==> src/hdl/adsc_defs.svh <==
// Constants of the actuator driver serial control port.
// Assumes inclusion by bare name from hdl/.
`ifndef ADSC_DEFS_SVH
`define ADSC_DEFS_SVH
`define ADSC_FRAME_BITS 16
`define ADSC_CNT_W 5
`define ADSC_SEL_LSB 9
`define ADSC_SEL_MSB 11
`define ADSC_NUM_PAIRS 3
`define ADSC_NUM_HS 5
`define ADSC_CTRL_RESET 16'h0000
`define ADSC_FIFO_DEPTH 4
`define ADSC_TEST_SEL_LSB 12
`endif

==> src/hdl/adsc_pkg.sv <==
// Types of the actuator driver serial control port.
// Assumes nothing beyond a SystemVerilog compiler.
package adsc_pkg;
    // Operating mode of one half-bridge pair
    typedef enum logic [1:0] {
        ADSC_HIZ = 2'b00,
        ADSC_FWD = 2'b01,
        ADSC_REV = 2'b10,
        ADSC_BRK = 2'b11
    } adsc_mode_t;
    // Frame state
    typedef enum logic [0:0] {
        ADSC_IDLE = 1'b0,
        ADSC_SHIFT = 1'b1
    } adsc_state_t;
endpackage

==> src/hdl/adsc_fifo.sv <==
// Small FIFO carrying completed control words to the output logic.
// Assumes one clock, active-low asynchronous reset.
`timescale 1ns/1ps
module adsc_fifo #(
    parameter int WIDTH = 16,
    parameter int DEPTH = 4
) (
    // Clock and reset
    input wire logic clk_i,
    input wire logic rst_n_i,
    input wire logic clr_i,
    // Write side
    input wire logic in_valid_i,
    output logic in_ready_o,
    input wire logic [WIDTH-1:0] in_data_i,
    // Read side
    output logic out_valid_o,
    input wire logic out_ready_i,
    output logic [WIDTH-1:0] out_data_o
);
    localparam int AW = $clog2(DEPTH);
    logic [WIDTH-1:0] mem_q [DEPTH];
    logic [AW-1:0] wr_q;
    logic [AW-1:0] rd_q;
    logic [AW:0] cnt_q;
    wire push = in_valid_i && in_ready_o;
    wire pop = out_valid_o && out_ready_i;
    assign in_ready_o = (cnt_q != (AW+1)'(DEPTH));
    assign out_valid_o = (cnt_q != '0);
    assign out_data_o = mem_q[rd_q];
    // Storage, no reset needed
    always_ff @(posedge clk_i) begin
        if (push) begin
            mem_q[wr_q] <= in_data_i;
        end
    end
    // Pointers and fill level
    always_ff @(posedge clk_i or negedge rst_n_i) begin
        if (!rst_n_i) begin
            wr_q <= '0;
            rd_q <= '0;
            cnt_q <= '0;
        end else if (clr_i) begin
            wr_q <= '0;
            rd_q <= '0;
            cnt_q <= '0;
        end else begin
            if (push) begin
                wr_q <= (wr_q == AW'(DEPTH-1)) ? '0 : wr_q + 1'b1;
            end
            if (pop) begin
                rd_q <= (rd_q == AW'(DEPTH-1)) ? '0 : rd_q + 1'b1;
            end
            cnt_q <= cnt_q + (AW+1)'(push) - (AW+1)'(pop);
        end
    end
endmodule

==> src/hdl/adsc_top.sv <==
// Serial control port of an actuator power driver: shift, latch, drive.
// Assumes the host is master; link pins are asynchronous to clk_i.
//
// Contract
// [RULE1] Host sends 16 bits, LSB first
// [RULE2] Transfer only while chip select low
// [RULE3] Serial out tristated while deselected
// [RULE4] Shift only on serial clock edges
// [RULE5] Enable low: standby, outputs off
// [RULE6] Standby clears every register; code keeps synchronisers and FIFO storage
// [RULE7] Bits 9..11 select monitored high-side
// [RULE8] Overdriven monitor pin gates outputs as PWM
// [RULE9] High-voltage select enters test mode
// [RULE10] Pairs take forward, reverse, brake, hiz
// [RULE11] Diagnosis readable over serial link
// [RULE12] Deselect edge latches complete frame
`timescale 1ns/1ps
`include "adsc_defs.svh"
module adsc_top #(
    parameter int FRAME_BITS = `ADSC_FRAME_BITS,
    parameter int DEPTH = `ADSC_FIFO_DEPTH
) (
    // Clock and reset
    input wire logic clk_i,
    input wire logic rst_n_i,
    // Serial link
    input wire logic chip_select_n_i,
    input wire logic serial_clk_i,
    input wire logic serial_in_i,
    output logic serial_out_o,
    output logic serial_out_oe_o,
    // Enable and test entry
    input wire logic enable_i,
    input wire logic test_hv_i,
    // Monitor / PWM pin
    input wire logic monitor_pwm_pin_i,
    output logic monitor_pwm_pin_o,
    output logic monitor_pwm_pin_oe_o,
    // Diagnosis and power stage
    input wire logic [15:0] diag_i,
    output logic [5:0] bridge_mode_o,
    output logic [1:0] hs_on_o,
    output logic [2:0] mon_sel_o,
    output logic standby_o,
    output logic test_mode_o
);
    localparam int CW = `ADSC_CNT_W;
    // ------------------------------------------------------------
    // Input synchronisers
    // ------------------------------------------------------------
    logic [2:0] cs_s_q, sck_s_q, sdi_s_q, en_s_q, hv_s_q, pwm_s_q;
    logic cs_q, sck_q, en_q, hv_q, pwm_q;
    // Three stages; a level counts once stages two and three agree
    always_ff @(posedge clk_i or negedge rst_n_i) begin
        if (!rst_n_i) begin
            cs_s_q <= 3'h7;
            sck_s_q <= 3'h0;
            sdi_s_q <= 3'h0;
            en_s_q <= 3'h0;
            hv_s_q <= 3'h0;
            pwm_s_q <= 3'h0;
        end else begin
            cs_s_q <= {cs_s_q[1:0], chip_select_n_i};
            sck_s_q <= {sck_s_q[1:0], serial_clk_i};
            sdi_s_q <= {sdi_s_q[1:0], serial_in_i};
            en_s_q <= {en_s_q[1:0], enable_i};
            hv_s_q <= {hv_s_q[1:0], test_hv_i};
            pwm_s_q <= {pwm_s_q[1:0], monitor_pwm_pin_i};
        end
    end
    // Filtered levels, held until stages agree on a new value
    always_ff @(posedge clk_i or negedge rst_n_i) begin
        if (!rst_n_i) begin
            cs_q <= 1'b1;
            sck_q <= 1'b0;
            en_q <= 1'b0;
            hv_q <= 1'b0;
            pwm_q <= 1'b0;
        end else begin
            if (cs_s_q[1] == cs_s_q[2]) cs_q <= cs_s_q[2];
            if (sck_s_q[1] == sck_s_q[2]) sck_q <= sck_s_q[2];
            if (en_s_q[1] == en_s_q[2]) en_q <= en_s_q[2];
            if (hv_s_q[1] == hv_s_q[2]) hv_q <= hv_s_q[2];
            if (pwm_s_q[1] == pwm_s_q[2]) pwm_q <= pwm_s_q[2];
        end
    end
    // ------------------------------------------------------------
    // Edge decode
    // ------------------------------------------------------------
    wire sck_agree = (sck_s_q[1] == sck_s_q[2]);
    wire sck_rise = sck_agree && sck_s_q[2] && !sck_q;
    wire sck_fall = sck_agree && !sck_s_q[2] && sck_q;
    wire cs_agree = (cs_s_q[1] == cs_s_q[2]);
    wire cs_fall = cs_agree && !cs_s_q[2] && cs_q;
    wire cs_rise = cs_agree && cs_s_q[2] && !cs_q;
    wire standby = !en_q;
    wire selected = !cs_q;
    // ------------------------------------------------------------
    // Frame shifter
    // ------------------------------------------------------------
    adsc_pkg::adsc_state_t st_q;
    logic [FRAME_BITS-1:0] rx_q;
    logic [FRAME_BITS-1:0] tx_q;
    logic [CW-1:0] cnt_q;
    // LSB arrives first, so each bit enters at the top and moves down
    wire [FRAME_BITS-1:0] rx_d = {sdi_s_q[2], rx_q[FRAME_BITS-1:1]}; // RULE1
    wire frame_full = (cnt_q == CW'(FRAME_BITS));
    wire take_bit = (st_q == adsc_pkg::ADSC_SHIFT) && selected && sck_rise;
    // Frames shift only on host clock edges while selected
    always_ff @(posedge clk_i or negedge rst_n_i) begin
        if (!rst_n_i) begin
            st_q <= adsc_pkg::ADSC_IDLE;
            rx_q <= '0;
            tx_q <= '0;
            cnt_q <= '0;
        end else if (standby) begin
            st_q <= adsc_pkg::ADSC_IDLE; // RULE6
            rx_q <= '0;
            tx_q <= '0;
            cnt_q <= '0;
        end else begin
            case (st_q)
                adsc_pkg::ADSC_IDLE: begin
                    if (cs_fall) begin // RULE2
                        st_q <= adsc_pkg::ADSC_SHIFT;
                        cnt_q <= '0;
                        tx_q <= diag_i; // RULE11
                    end
                end
                adsc_pkg::ADSC_SHIFT: begin
                    if (cs_rise) begin
                        st_q <= adsc_pkg::ADSC_IDLE;
                        cnt_q <= '0; // Idle count stays still until select
                    end else if (take_bit) begin // RULE4
                        rx_q <= rx_d;
                        if (!frame_full) cnt_q <= cnt_q + 1'b1;
                    end else if (sck_fall && selected) begin
                        tx_q <= {1'b0, tx_q[FRAME_BITS-1:1]};
                    end
                end
                default: st_q <= adsc_pkg::ADSC_IDLE;
            endcase
        end
    end
    // ------------------------------------------------------------
    // Frame hand-off through FIFO
    // ------------------------------------------------------------
    // Short frames are dropped so partial words never reach outputs
    wire push_v = (st_q == adsc_pkg::ADSC_SHIFT) && cs_rise && frame_full;
    wire push_rdy, pop_v;
    wire [FRAME_BITS-1:0] pop_data;
    adsc_fifo #(.WIDTH(FRAME_BITS), .DEPTH(DEPTH)) u_fifo (
        .clk_i(clk_i),
        .rst_n_i(rst_n_i),
        .clr_i(standby),
        .in_valid_i(push_v),
        .in_ready_o(push_rdy),
        .in_data_i(rx_q),
        .out_valid_o(pop_v),
        .out_ready_i(1'b1),
        .out_data_o(pop_data)
    );
    // ------------------------------------------------------------
    // Input data register and outputs
    // ------------------------------------------------------------
    logic [FRAME_BITS-1:0] ctrl_q;
    logic test_q;
    // Latch a full frame; enable low restores defaults
    always_ff @(posedge clk_i or negedge rst_n_i) begin
        if (!rst_n_i) begin
            ctrl_q <= `ADSC_CTRL_RESET;
            test_q <= 1'b0;
        end else if (standby) begin
            ctrl_q <= `ADSC_CTRL_RESET; // RULE6
            test_q <= 1'b0;
        end else begin
            if (pop_v) ctrl_q <= pop_data; // RULE12
            test_q <= hv_q; // RULE9
        end
    end
    wire [2:0] sel = ctrl_q[`ADSC_SEL_MSB:`ADSC_SEL_LSB]; // RULE7
    // Host drives the pin when we release it; its level gates all loads
    wire pwm_gate = pwm_q; // RULE8
    wire [5:0] modes_d = (standby || !pwm_gate) ? 6'h00 : ctrl_q[5:0];
    wire [1:0] hs_d = (standby || !pwm_gate) ? 2'h0 : ctrl_q[7:6];
    wire [2:0] tsel = ctrl_q[`ADSC_TEST_SEL_LSB+2:`ADSC_TEST_SEL_LSB];
    wire mon_d = test_q ? diag_i[tsel] : 1'b0;
    // All outputs registered
    always_ff @(posedge clk_i or negedge rst_n_i) begin
        if (!rst_n_i) begin
            serial_out_o <= 1'b0;
            serial_out_oe_o <= 1'b0;
            bridge_mode_o <= 6'h00;
            hs_on_o <= 2'h0;
            mon_sel_o <= 3'h0;
            monitor_pwm_pin_o <= 1'b0;
            monitor_pwm_pin_oe_o <= 1'b0;
            standby_o <= 1'b1;
            test_mode_o <= 1'b0;
        end else begin
            serial_out_o <= tx_q[0];
            serial_out_oe_o <= selected && !standby; // RULE3
            bridge_mode_o <= modes_d; // RULE10 RULE5
            hs_on_o <= hs_d; // RULE5
            mon_sel_o <= sel; // RULE7
            monitor_pwm_pin_o <= mon_d; // RULE9
            monitor_pwm_pin_oe_o <= test_q;
            standby_o <= standby; // RULE5
            test_mode_o <= test_q;
        end
    end
endmodule

==> config.mk <==
export PLATFORM = sky130hd
export DESIGN_NAME = adsc_top
export DESIGN_NICKNAME = d
export VERILOG_FILES = /design/src/hdl/adsc_pkg.sv /design/src/hdl/adsc_fifo.sv /design/src/hdl/adsc_top.sv
export VERILOG_INCLUDE_DIRS = /design/src /design/src/hdl
export SDC_FILE = /design/constraint.sdc
export NUM_CORES = 1
export LEC_CHECK = 0
export BUFFER_PORTS_ARGS = -buffer_cell sky130_fd_sc_hd__buf_2
export CORE_ASPECT_RATIO = 1.75
export CORE_MARGIN = 2
export CORE_UTILIZATION = 50
export CTS_CLUSTER_DIAMETER = 100
export DETAILED_ROUTE_END_ITERATION = 12
export GPL_ROUTABILITY_DRIVEN = 0
export PLACE_DENSITY = 0.68
export RECOVER_POWER = 25
export SKIP_LAST_GASP = 1
export SLEW_MARGIN = 25
export SYNTH_ARGS = -nofsm -noshare
export SYNTH_HDL_FRONTEND = slang
export SYNTH_SLANG_ARGS = --single-unit
==> constraint.sdc <==
create_clock -name clk_i -period 3.2 [get_ports clk_i]
set_input_delay 0.64 -clock clk_i [delete_from_list [all_inputs] [get_ports clk_i]]
set_output_delay 0.64 -clock clk_i [all_outputs]
set_load 0.005 [all_outputs]
==> flow_metrics.env, run 1 <==
export IMPL_wl_per_cell_um=17.36
export IMPL_placement_io_buffers=40
export IMPL_die_height_um=149.2
export IMPL_synthToLayoutAreaGrowth_pct=15.40
export IMPL_core_area_mm2=0.01187
export IMPL_synth_top_cells_by_area="dfrtp_1, edfxtp_1, mux4_2, ha_1, nand2_1"
export IMPL_startpoint_type="flip-flop"
export IMPL_cts_reportedPaths_clkPinSlew_ps=60
export IMPL_cts_path_max_buffers=2
export IMPL_share_of_synthesized_registers_carrying_an_async_set_or_reset=0.6387
export IMPL_clk_latency_ps=410
export IMPL_drtIter0Drc=142
export IMPL_power_per_cell_area_mw_per_mm2=627.9
export IMPL_timing_worst_setup_path_type="reg2reg"
export IMPL_synthFlopType="dfrtp_1"
export IMPL_num_rows=53
export IMPL_timing_worst_slew_pin_value_ps=1844
export IMPL_dp_final_hpwl_um=7016
export IMPL_cap_viol_max_count=1
export IMPL_final_util=0.5860
export IMPL_diodes=0
export IMPL_p_int_mw=3.448
export IMPL_synth_nets=448
export IMPL_run_status="finished with violations"
export IMPL_hold_path_class="in2reg"
export IMPL_syn_instance_count=410
export IMPL_post_cts_setup_buffer_count=0
export IMPL_cell_type_with_the_highest_aggregate_area_in_the_netlist="dfrtp_1"
export IMPL_number_of_buffers_added_to_fix_hold_violations_after_cts=0
export IMPL_rsz0062_at_grt="false"
export IMPL_max_slew_margin_rel=-0.2294
export IMPL_seq_area_frac_synth=0.6911
export IMPL_setup_clock_skew_after_layout_ps=5.845
export IMPL_root_buffer_cell="clkbuf_16"
export IMPL_io_pins=41
export IMPL_dieArea_mm2=0.01298
export IMPL_setup_viol=0
export IMPL_mean_number_of_vias_per_cell=5.625
export IMPL_grt_first_pass_wirelength_um=17880
export IMPL_ys_ff_latch=155
export IMPL_pwr_share_comb=0.038
export IMPL_globalRouteTotalUtil=0.1793
export IMPL_power_leakage_nw=2.857
export IMPL_max_clock_freq_mhz=416.8
export IMPL_cts_tree="yes"
export IMPL_crit_fanout=14
export IMPL_grt_overflow=0
export IMPL_worst_endpoint_arrival_ps=2440
export IMPL_share_of_cells_above_drive_strength_1=0.2452
export IMPL_setup_ws_ps=800.9
export IMPL_post_synth_num_cell_types=47
export IMPL_die_x_um=87.00
export IMPL_critical_path_sink_type="flip-flop"
export IMPL_floorplan_initialDensity=0.5077
export IMPL_wirelength_um=10450
export IMPL_post_cts_resized=0
export IMPL_clock_tree_htree_level_count=4
export IMPL_min_cycle_time_layout_ps=2399
export IMPL_yosys_area_top_type_share=0.3903
export IMPL_detail_route_drc_violations=0
export IMPL_yosysWarningCount=0
export IMPL_route_vias_total=3386
export IMPL_irDropWorstVdd_mv=0.2850
export IMPL_route_antenna_remaining_nets=0
export IMPL_violations="capacitance limit, slew limit"
export IMPL_sequentialPowerShare=0.486
export IMPL_synth_commonest_cells="dfrtp_1, edfxtp_1, nand2_1"
export IMPL_placement_setup_worst_slack_ps=767.5
export IMPL_postSynthAreaPerCell_um2=14.70
export IMPL_cts_buffers_inserted=17
export IMPL_number_of_synthesized_flops_with_an_enable_pin=56
export IMPL_yosysMostFrequentCell="dfrtp_1"
export IMPL_clock_power_share=0.476
export IMPL_cp_data_required_time_ps=3240
export IMPL_setup_tns_final_ps=0
export IMPL_finish_net_count=490
export IMPL_post_route_period_util=0.7497
export IMPL_drtPass1Iterations=4
export IMPL_cts_num_sinks=155
export IMPL_final_hold_violation_count=0
export IMPL_first_global_vias=3673
export IMPL_power_switching_uw=919.6
export IMPL_timing_max_transition_violations_final=78
export IMPL_antenna_found_initial=0
export IMPL_maximum_number_of_pins_on_one_net_before_global_route_repair=78
export IMPL_switching_share=0.2106
export IMPL_synth_area_mm2=0.006027
==> through the flow <==
step / total power [mW] / area, um^2 / std cells / hold slack, ps
after floorplan: 2.255 / 6027 / 410 / 331.2
after global placement: 2.322 / 6316 / 570 / 332.9
after detailed placement: 2.328 / 6316 / 570 / 337.3
after CTS: 4.418 / 6957 / 602 / 308.6
after global routing: 4.523 / 6955 / 602 / 301.2
final: 4.367 / 6955 / 602 / 326.0
==> cell type report <==
| type | count | area (um^2) |
|---|---|---|
| Clock buffer | 23 | 546.8 |
| Timing Repair Buffer | 44 | 230.2 |
| Fill cell | 868 | 4915 |
| Sequential cell | 155 | 4167 |
| Multi-Input combinational cell | 204 | 1634 |
| Tap cell | 137 | 171.4 |
| Clock inverter | 9 | 93.84 |
| Inverter | 30 | 112.6 |
==> cell families after synthesis <==
logic type	Yosys count	synth area share
xor gates and xnor gates	3	0.004360
adders and majority gates	17	0.03529
muxes	18	0.06332
buffers and inverters	51	0.03778
and+or+nand+nor	90	0.07764
DFF	155	0.6911
AOI/OAI and AO/OA	76	0.09051
==> power by group through the flow <==
stage	clock [mW]	sequential, mW	combinational, mW
5_1_grt	2.21	2.13	0.189
3_3_place_gp	0	2.16	0.165
3_5_place_dp	0	2.16	0.168
4_1_cts	2.13	2.12	0.170
2_1_floorplan	0	2.15	0.103
6_report	2.08	2.12	0.166
==> critical path: stages (launching register included) <==
cell and delay [ps]:
dfrtp_1 410, inv_1 80, ha_1 150, nand4bb_1 190, a211oi_2 540, and2_1 650
==> final timing paths <==
check,from,to,slack [ps],depth (start not counted)
max,cnt_q[0],u_fifo.mem_q[0][12],800,5
min,chip_select_n_i,cs_s_q[0],330,1
max reg2reg,cnt_q[0],u_fifo.mem_q[0][12],800,5
min reg2reg,sdi_s_q[1],sdi_s_q[2],350,0
max in group asynchronous,rst_n_i,u_fifo.rd_q[0],1250,1
min in group asynchronous,rst_n_i,en_s_q[1],730,1
==> cell usage in the layout, fill, tap and decap left out, types with 2 or more instances in the layout <==
| cell | netlist | layout |
|---|---|---|
| o21ai_0 | 6 | 6 |
| nand4_1 | 2 | 2 |
| edfxtp_1 | 56 | 56 |
| a21oi_1 | 26 | 26 |
| nand2_1 | 40 | 40 |
| buf_4 | 2 | 4 |
| nor2_1 | 11 | 11 |
| nand3b_1 | 3 | 3 |
| dfrtp_1 | 94 | 93 |
| and3_1 | 8 | 8 |
| mux4_2 | 16 | 16 |
| buf_2 | 5 | 39 |
| a22o_1 | 15 | 15 |
| clkinvlp_4 | 0 | 2 |
| xnor2_1 | 2 | 2 |
| o221ai_1 | 15 | 15 |
| a21oi_2 | 10 | 10 |
| dfstp_2 | 5 | 4 |
| nand3_1 | 4 | 4 |
| clkbuf_16 | 0 | 21 |
| maj3_1 | 3 | 3 |
| inv_1 | 30 | 30 |
| and2_1 | 6 | 6 |
| ha_1 | 13 | 13 |
| inv_6 | 0 | 3 |
| or3_1 | 2 | 2 |
| clkinv_4 | 0 | 2 |
==> metal layers <==
layer / vias to the layer above / global-route usage / share of wire
met1: 1737 / 0.2171 / 0.41
met4: 0 / 0.07031 / 0.014
met3: 13 / 0.04870 / 0.031
met5: - / 0 / 0
met2: 70 / 0.3015 / 0.54
li1: 1566 / - / -
==> flip-flops by register name (all words and copies together), names as in the netlist, 2 cells and up <==
| register | count |
|---|---|
| u_fifo.mem_q | 56 |
| rx_q | 16 |
| tx_q | 16 |
| ctrl_q | 14 |
| bridge_mode_o | 6 |
| cnt_q | 5 |
| cs_s_q | 3 |
| en_s_q | 3 |
| hv_s_q | 3 |
| mon_sel_o | 3 |
| pwm_s_q | 3 |
| sck_s_q | 3 |
| sdi_s_q | 3 |
| u_fifo.cnt_q | 3 |
| hs_on_o | 2 |
| u_fifo.rd_q | 2 |
| u_fifo.wr_q | 2 |
(Power assumes the default switching activity.)
==> run 2: changes to the inputs <==
==> constraint.sdc (replaced) <==
create_clock -name clk_i -period 2.4 [get_ports clk_i]
set_input_delay 0.48 -clock clk_i [delete_from_list [all_inputs] [get_ports clk_i]]
set_output_delay 0.48 -clock clk_i [all_outputs]
set_load 0.005 [all_outputs]
==> flow_metrics.env, run 2 (synthesis gave the netlist of run 1 again) <==
export IMPL_post_cts_setup_buffer_count=0
export IMPL_crit_family="adder cells"
export IMPL_drtPass1Iterations=5
export IMPL_drtIter0Drc=121
export IMPL_min_cycle_time_layout_ps=2060
export IMPL_power_leakage_nw=2.877
export IMPL_final_hold_violation_count=0
export IMPL_rsz0062_at_grt="false"
export IMPL_post_route_period_util=0.8584
export IMPL_power_per_cell_area_mw_per_mm2=803.4
export IMPL_cpPeakStageDelay_ps=550
export IMPL_cts_tree="yes"
export IMPL_final_util=0.5869
export IMPL_share_of_cells_above_drive_strength_1=0.2553
export IMPL_most_common_cell_after_layout_fill_and_taps_aside="dfrtp_1"
export IMPL_reg2regPathDepth=8
export IMPL_number_of_buffers_added_to_fix_hold_violations_after_cts=0
export IMPL_cts_reportedPaths_clkPinSlew_ps=60
export IMPL_crit_fanout=4
export IMPL_antenna_found_initial=0
export IMPL_run_status="finished with violations"
export IMPL_number_of_buffers_and_inverters_on_the_critical_path=1
export IMPL_layout_common_cells="dfrtp_1, edfxtp_1, nand2_1"
export IMPL_maximum_number_of_pins_on_one_net_before_global_route_repair=67
export IMPL_die_x_um=87.00
export IMPL_clock_tree_htree_level_count=4
export IMPL_finish_net_count=499
export IMPL_setup_tns_final_ps=0
export IMPL_max_slew_margin_rel=-0.2575
export IMPL_layout_top_registers="u_fifo.mem_q x56, rx_q x16, tx_q x16"
export IMPL_cts_num_sinks=155
export IMPL_cap_viol_max_count=1
export IMPL_first_global_vias=3581
export IMPL_detail_route_drc_violations=0
export IMPL_wl_per_cell_um=17.27
export IMPL_synthToLayoutAreaGrowth_pct=15.59
export IMPL_cts_path_max_buffers=2
export IMPL_setup_clock_skew_after_layout_ps=12.73
export IMPL_floorplan_initialDensity=0.5077
export IMPL_clk_latency_ps=420
export IMPL_cp_depth=8
export IMPL_route_vias_total=3383
export IMPL_startpoint_type="flip-flop"
export IMPL_cp_data_required_time_ps=2700
export IMPL_globalRouteTotalUtil=0.1799
export IMPL_root_buffer_cell="clkbuf_16"
export IMPL_core_area_mm2=0.01187
export IMPL_setup_viol=0
export IMPL_route_antenna_remaining_nets=0
export IMPL_diodes=0
export IMPL_timing_max_transition_violations_final=34
export IMPL_registers_top_by_ff_count="u_fifo.mem_q"
export IMPL_grt_first_pass_wirelength_um=17650
export IMPL_num_rows=53
export IMPL_dieArea_mm2=0.01298
export IMPL_worst_endpoint_arrival_ps=2360
export IMPL_io_pins=41
export IMPL_path_cells="ha_1 > nand3b_1 > a211oi_2 > ha_1 > inv_1 > fa_1 > xnor2_1 > nor2_1"
export IMPL_largest_register_ff_count=56
export IMPL_mean_number_of_vias_per_cell=5.537
export IMPL_post_cts_resized=0
export IMPL_irDropWorstVdd_mv=0.4628
export IMPL_crit_slowest_cell="dfstp_1"
export IMPL_cts_buffers_inserted=17
export IMPL_hold_path_class="in2reg"
export IMPL_critical_path_top_cell_by_count="ha_1"
export IMPL_wirelength_um=10550
export IMPL_grt_overflow=0
export IMPL_nFillCells=900
export IMPL_total_power_mw=5.597
export IMPL_dp_final_hpwl_um=7160
export IMPL_max_clock_freq_mhz=485.4
export IMPL_violations="capacitance limit, slew limit"
export IMPL_worstHoldPathCells=1
export IMPL_critical_path_sink_type="flip-flop"
export IMPL_placement_io_buffers=40
export IMPL_die_height_um=149.2
export IMPL_timing_worst_setup_path_type="reg2reg"
export IMPL_timing_worst_slew_pin_value_ps=1886
-- run 2: routing by layer --
metal / GRT usage / share of wire
met3: 0.05091 / 0.035
met2: 0.3145 / 0.55
met5: 0 / 0
met4: 0.06328 / 0.014
met1: 0.2079 / 0.40
-- run 2: report_power, final --
| part | internal [mW] | switching [mW] |
|---|---|---|
| clock network | 1.46 | 1.08 |
| registers | 2.79 | 0.0389 |
| logic | 0.0833 | 0.143 |
| total | 4.34 | 1.26 |
-- run 2: worst paths after layout --
| check | start | to | slack, ps |
|---|---|---|---|
| worst max-delay path | cs_s_q[1] | u_fifo.cnt_q[2] | 340 |
| worst min-delay path | chip_select_n_i | cs_s_q[0] | 160 |
| worst max register to register | cs_s_q[1] | u_fifo.cnt_q[2] | 340 |
| worst min register to register | en_s_q[0] | en_s_q[1] | 350 |
| max in group asynchronous | rst_n_i | hs_on_o[0] | 720 |
| min in group asynchronous | rst_n_i | en_s_q[0] | 570 |
-- run 2: through the flow --
step / hold WS (ps) / std cells / instance area, um^2 / worst slack [ps]
finish: 160.5 / 611 / 6967 / 339.7
global route: 135.8 / 611 / 6967 / 163.4
CTS: 11.97 / 611 / 6970 / 343.9
detailed placement: 334.7 / 579 / 6396 / 361.4
global placement: 332.6 / 579 / 6396 / 423.4
floorplan: 184.4 / 410 / 6027 / 317.4
-- run 2: area by class of cell --
cell class	count	area (um^2)	share of cell area
Sequential cell	155	4165	0.5979
Multi-Input combinational cell	204	1634	0.2346
Clock buffer	19	475.5	0.06825
Timing Repair Buffer	53	309.0	0.04436
Tap cell	137	171.4	0.02460
Inverter	30	112.6	0.01616
Clock inverter	13	98.84	0.01419
==> run 3: changes to the inputs <==
--- a/config.mk
+++ b/config.mk
@@ -16,7 +16,7 @@
 export PLACE_DENSITY = 0.68
 export RECOVER_POWER = 25
 export SKIP_LAST_GASP = 1
-export SLEW_MARGIN = 25
+export SLEW_MARGIN = 10
 export SYNTH_ARGS = -nofsm -noshare
 export SYNTH_HDL_FRONTEND = slang
 export SYNTH_SLANG_ARGS = --single-unit
==> constraint.sdc (replaced) <==
create_clock -name clk_i -period 2.2 [get_ports clk_i]
set_input_delay 0.44 -clock clk_i [delete_from_list [all_inputs] [get_ports clk_i]]
set_output_delay 0.44 -clock clk_i [all_outputs]
set_load 0.005 [all_outputs]
==> flow_metrics.env, run 3 (synthesis gave the netlist of run 1 again) <==
export IMPL_share_of_cells_above_drive_strength_1=0.2579
export IMPL_die_x_um=87.00
export IMPL_worstHoldPathCells=1
export IMPL_hold_path_startpoint="chip_select_n_i"
export IMPL_cts_num_sinks=155
export IMPL_rr_endpoint="u_fifo.cnt_q[2]"
export IMPL_post_route_period_util=0.9247
export IMPL_first_global_vias=3534
export IMPL_nFillCells=913
export IMPL_path_cells="ha_1 > nand3b_1 > a211oi_2 > ha_1 > inv_1 > fa_1 > xnor2_1 > nor2_1"
export IMPL_critical_path_sink_type="flip-flop"
export IMPL_cap_viol_max_count=0
export IMPL_placement_io_buffers=40
export IMPL_timing_worst_slew_pin_value_ps=1404
export IMPL_min_cycle_time_layout_ps=2034
export IMPL_critical_path_top_cell_by_count="ha_1"
export IMPL_cts_reportedPaths_clkPinSlew_ps=60
export IMPL_diodes=0
export IMPL_switching_share=0.2251
export IMPL_power_switching_mw=1.355
export IMPL_finish_net_count=502
export IMPL_core_area_mm2=0.01187
export IMPL_hold_path_class="in2reg"
export IMPL_critical_path_reg2reg_startpoint="cs_s_q[1]"
export IMPL_pwr_share_comb=0.041
export IMPL_drtPass1Iterations=4
export IMPL_clock_tree_htree_level_count=4
export IMPL_timing_worst_setup_path_type="reg2reg"
export IMPL_detail_route_wirelength_met1_um=4113
export IMPL_registers_top_by_ff_count="u_fifo.mem_q"
export IMPL_cts_path_max_buffers=2
export IMPL_crit_slowest_cell="dfstp_1"
export IMPL_setup_clock_skew_after_layout_ps=8.062
export IMPL_antenna_found_initial=0
export IMPL_clock_power_share=0.446
export IMPL_largest_register_ff_count=56
export IMPL_wirelength_um=10150
export IMPL_grt_overflow=0
export IMPL_num_rows=53
export IMPL_total_power_mw=6.020
export IMPL_layout_top_registers="u_fifo.mem_q x56, rx_q x16, tx_q x16"
export IMPL_setup_tns_final_ps=0
export IMPL_mean_number_of_vias_per_cell=5.471
export IMPL_max_clock_freq_mhz=491.5
export IMPL_cpPeakStageDelay_ps=550
export IMPL_p_int_mw=4.665
export IMPL_dp_final_hpwl_um=7062
export IMPL_highest_layer="met4"
export IMPL_setup_viol=0
export IMPL_cp_data_required_time_ps=2480
export IMPL_route_antenna_remaining_nets=0
export IMPL_power_leakage_nw=2.880
export IMPL_startpoint_type="flip-flop"
export IMPL_crit_family="adder cells"
export IMPL_dieArea_mm2=0.01298
export IMPL_reg2regPathDepth=8
export IMPL_globalRouteTotalUtil=0.1722
export IMPL_drtIter0Drc=131
export IMPL_route_met2_wl_um=5554
export IMPL_layout_common_cells="dfrtp_1, edfxtp_1, nand2_1"
export IMPL_worst_endpoint_arrival_ps=2320
export IMPL_cts_buffers_inserted=17
export IMPL_floorplan_initialDensity=0.5077
export IMPL_maximum_number_of_pins_on_one_net_before_global_route_repair=56
export IMPL_final_hold_violation_count=0
export IMPL_run_status="finished clean"
export IMPL_power_per_cell_area_mw_per_mm2=863.3
export IMPL_grt_first_pass_wirelength_um=17190
export IMPL_sequentialPowerShare=0.512
export IMPL_rsz0062_at_grt="false"
export IMPL_post_cts_setup_buffer_count=0
export IMPL_max_slew_margin_rel=0.06379
export IMPL_synthToLayoutAreaGrowth_pct=15.69
export IMPL_wl_met3_um=282
export IMPL_io_pins=41
export IMPL_timing_max_transition_violations_final=0
export IMPL_number_of_buffers_and_inverters_on_the_critical_path=1
export IMPL_cp_depth=8
export IMPL_wl_per_cell_um=16.54
export IMPL_cts_tree="yes"
export IMPL_route_vias_total=3359
export IMPL_ff2ff_setup_slack_ps=170
export IMPL_root_buffer_cell="clkbuf_16"
export IMPL_die_height_um=149.2
export IMPL_whs_endpoint="cs_s_q[0]"
export IMPL_irDropWorstVdd_mv=0.4813
export IMPL_detail_route_drc_violations=0
export IMPL_crit_fanout=4
export IMPL_most_common_cell_after_layout_fill_and_taps_aside="dfrtp_1"
export IMPL_clk_latency_ps=410
-- run 3: area by class of cell --
| class | count | area, um^2 | share of cell area |
|---|---|---|---|
| inverters | 30 | 112.6 | 0.01615 |
| multi-input cells | 204 | 1634 | 0.2343 |
| clock inverters | 14 | 105.1 | 0.01507 |
| flip-flops and latches | 155 | 4165 | 0.5973 |
| clock buffers | 18 | 450.4 | 0.06460 |
| well taps | 137 | 171.4 | 0.02458 |
| repair buffers | 56 | 334.1 | 0.04791 |
-- run 3: power by group through the flow --
| stage | registers [mW] | logic (mW) | clock network (mW) |
|---|---|---|---|
| 2_1_floorplan | 3.13 | 0.150 | 0 |
| 4_1_cts | 3.09 | 0.255 | 2.75 |
| 6_report | 3.08 | 0.248 | 2.69 |
| 3_3_place_gp | 3.14 | 0.246 | 0 |
| 5_1_grt | 3.09 | 0.279 | 2.87 |
| 3_5_place_dp | 3.14 | 0.253 | 0 |
-- run 3: routing by layer --
metal	up-vias	track usage
li1	1589	-
met1	1697	0.2018
met2	59	0.3004
met3	14	0.03874
met4	0	0.07031
met5	-	0
-- run 3: worst max-delay path by stage --
| stage | startpoint | to | slack, ps |
|---|---|---|---|
| after floorplan | cs_s_q[1] | u_fifo.cnt_q[2] | 120 |
| after global placement | cs_s_q[1] | u_fifo.cnt_q[2] | 230 |
| after detailed placement | cs_s_q[1] | u_fifo.cnt_q[2] | 170 |
| after CTS | cs_s_q[1] | u_fifo.cnt_q[2] | 150 |
| after global routing | cs_s_q[1] | u_fifo.cnt_q[2] | 30 |
| final | cs_s_q[1] | u_fifo.cnt_q[2] | 170 |
-- run 3: metrics by stage --
step                utilization  setup WS [ps]  area, um^2  hold slack [ps]  std cells
finish                   0.5874          165.6        6973            131.5        614
global route             0.5874          30.90        6973            112.9        614
CTS                      0.5878          150.4        6977            115.6        614
detailed placement       0.5401          165.3        6411            335.7        581
global placement         0.5401          233.3        6411            332.6        581
floorplan                     -          117.4        6027            144.4        410
-- run 3: repair_timing --
| item | in CTS | in global routing |
|---|---|---|
| hold buffers | 1 | 0 |
| gates resized for setup | 0 | 0 |
| endpoints found under the hold margin | 18 | 0 |
-- run 3: worst reg2reg max path, delay by kind of cell, from the launching register on --
kind	cells	cell delay (ps)
xor gates and xnor gates	1	180
DFF	1	550
buffers and inverters	1	50
adders and majority gates	3	780
AOI/OAI and AO/OA	1	200
and+or+nand+nor	2	150
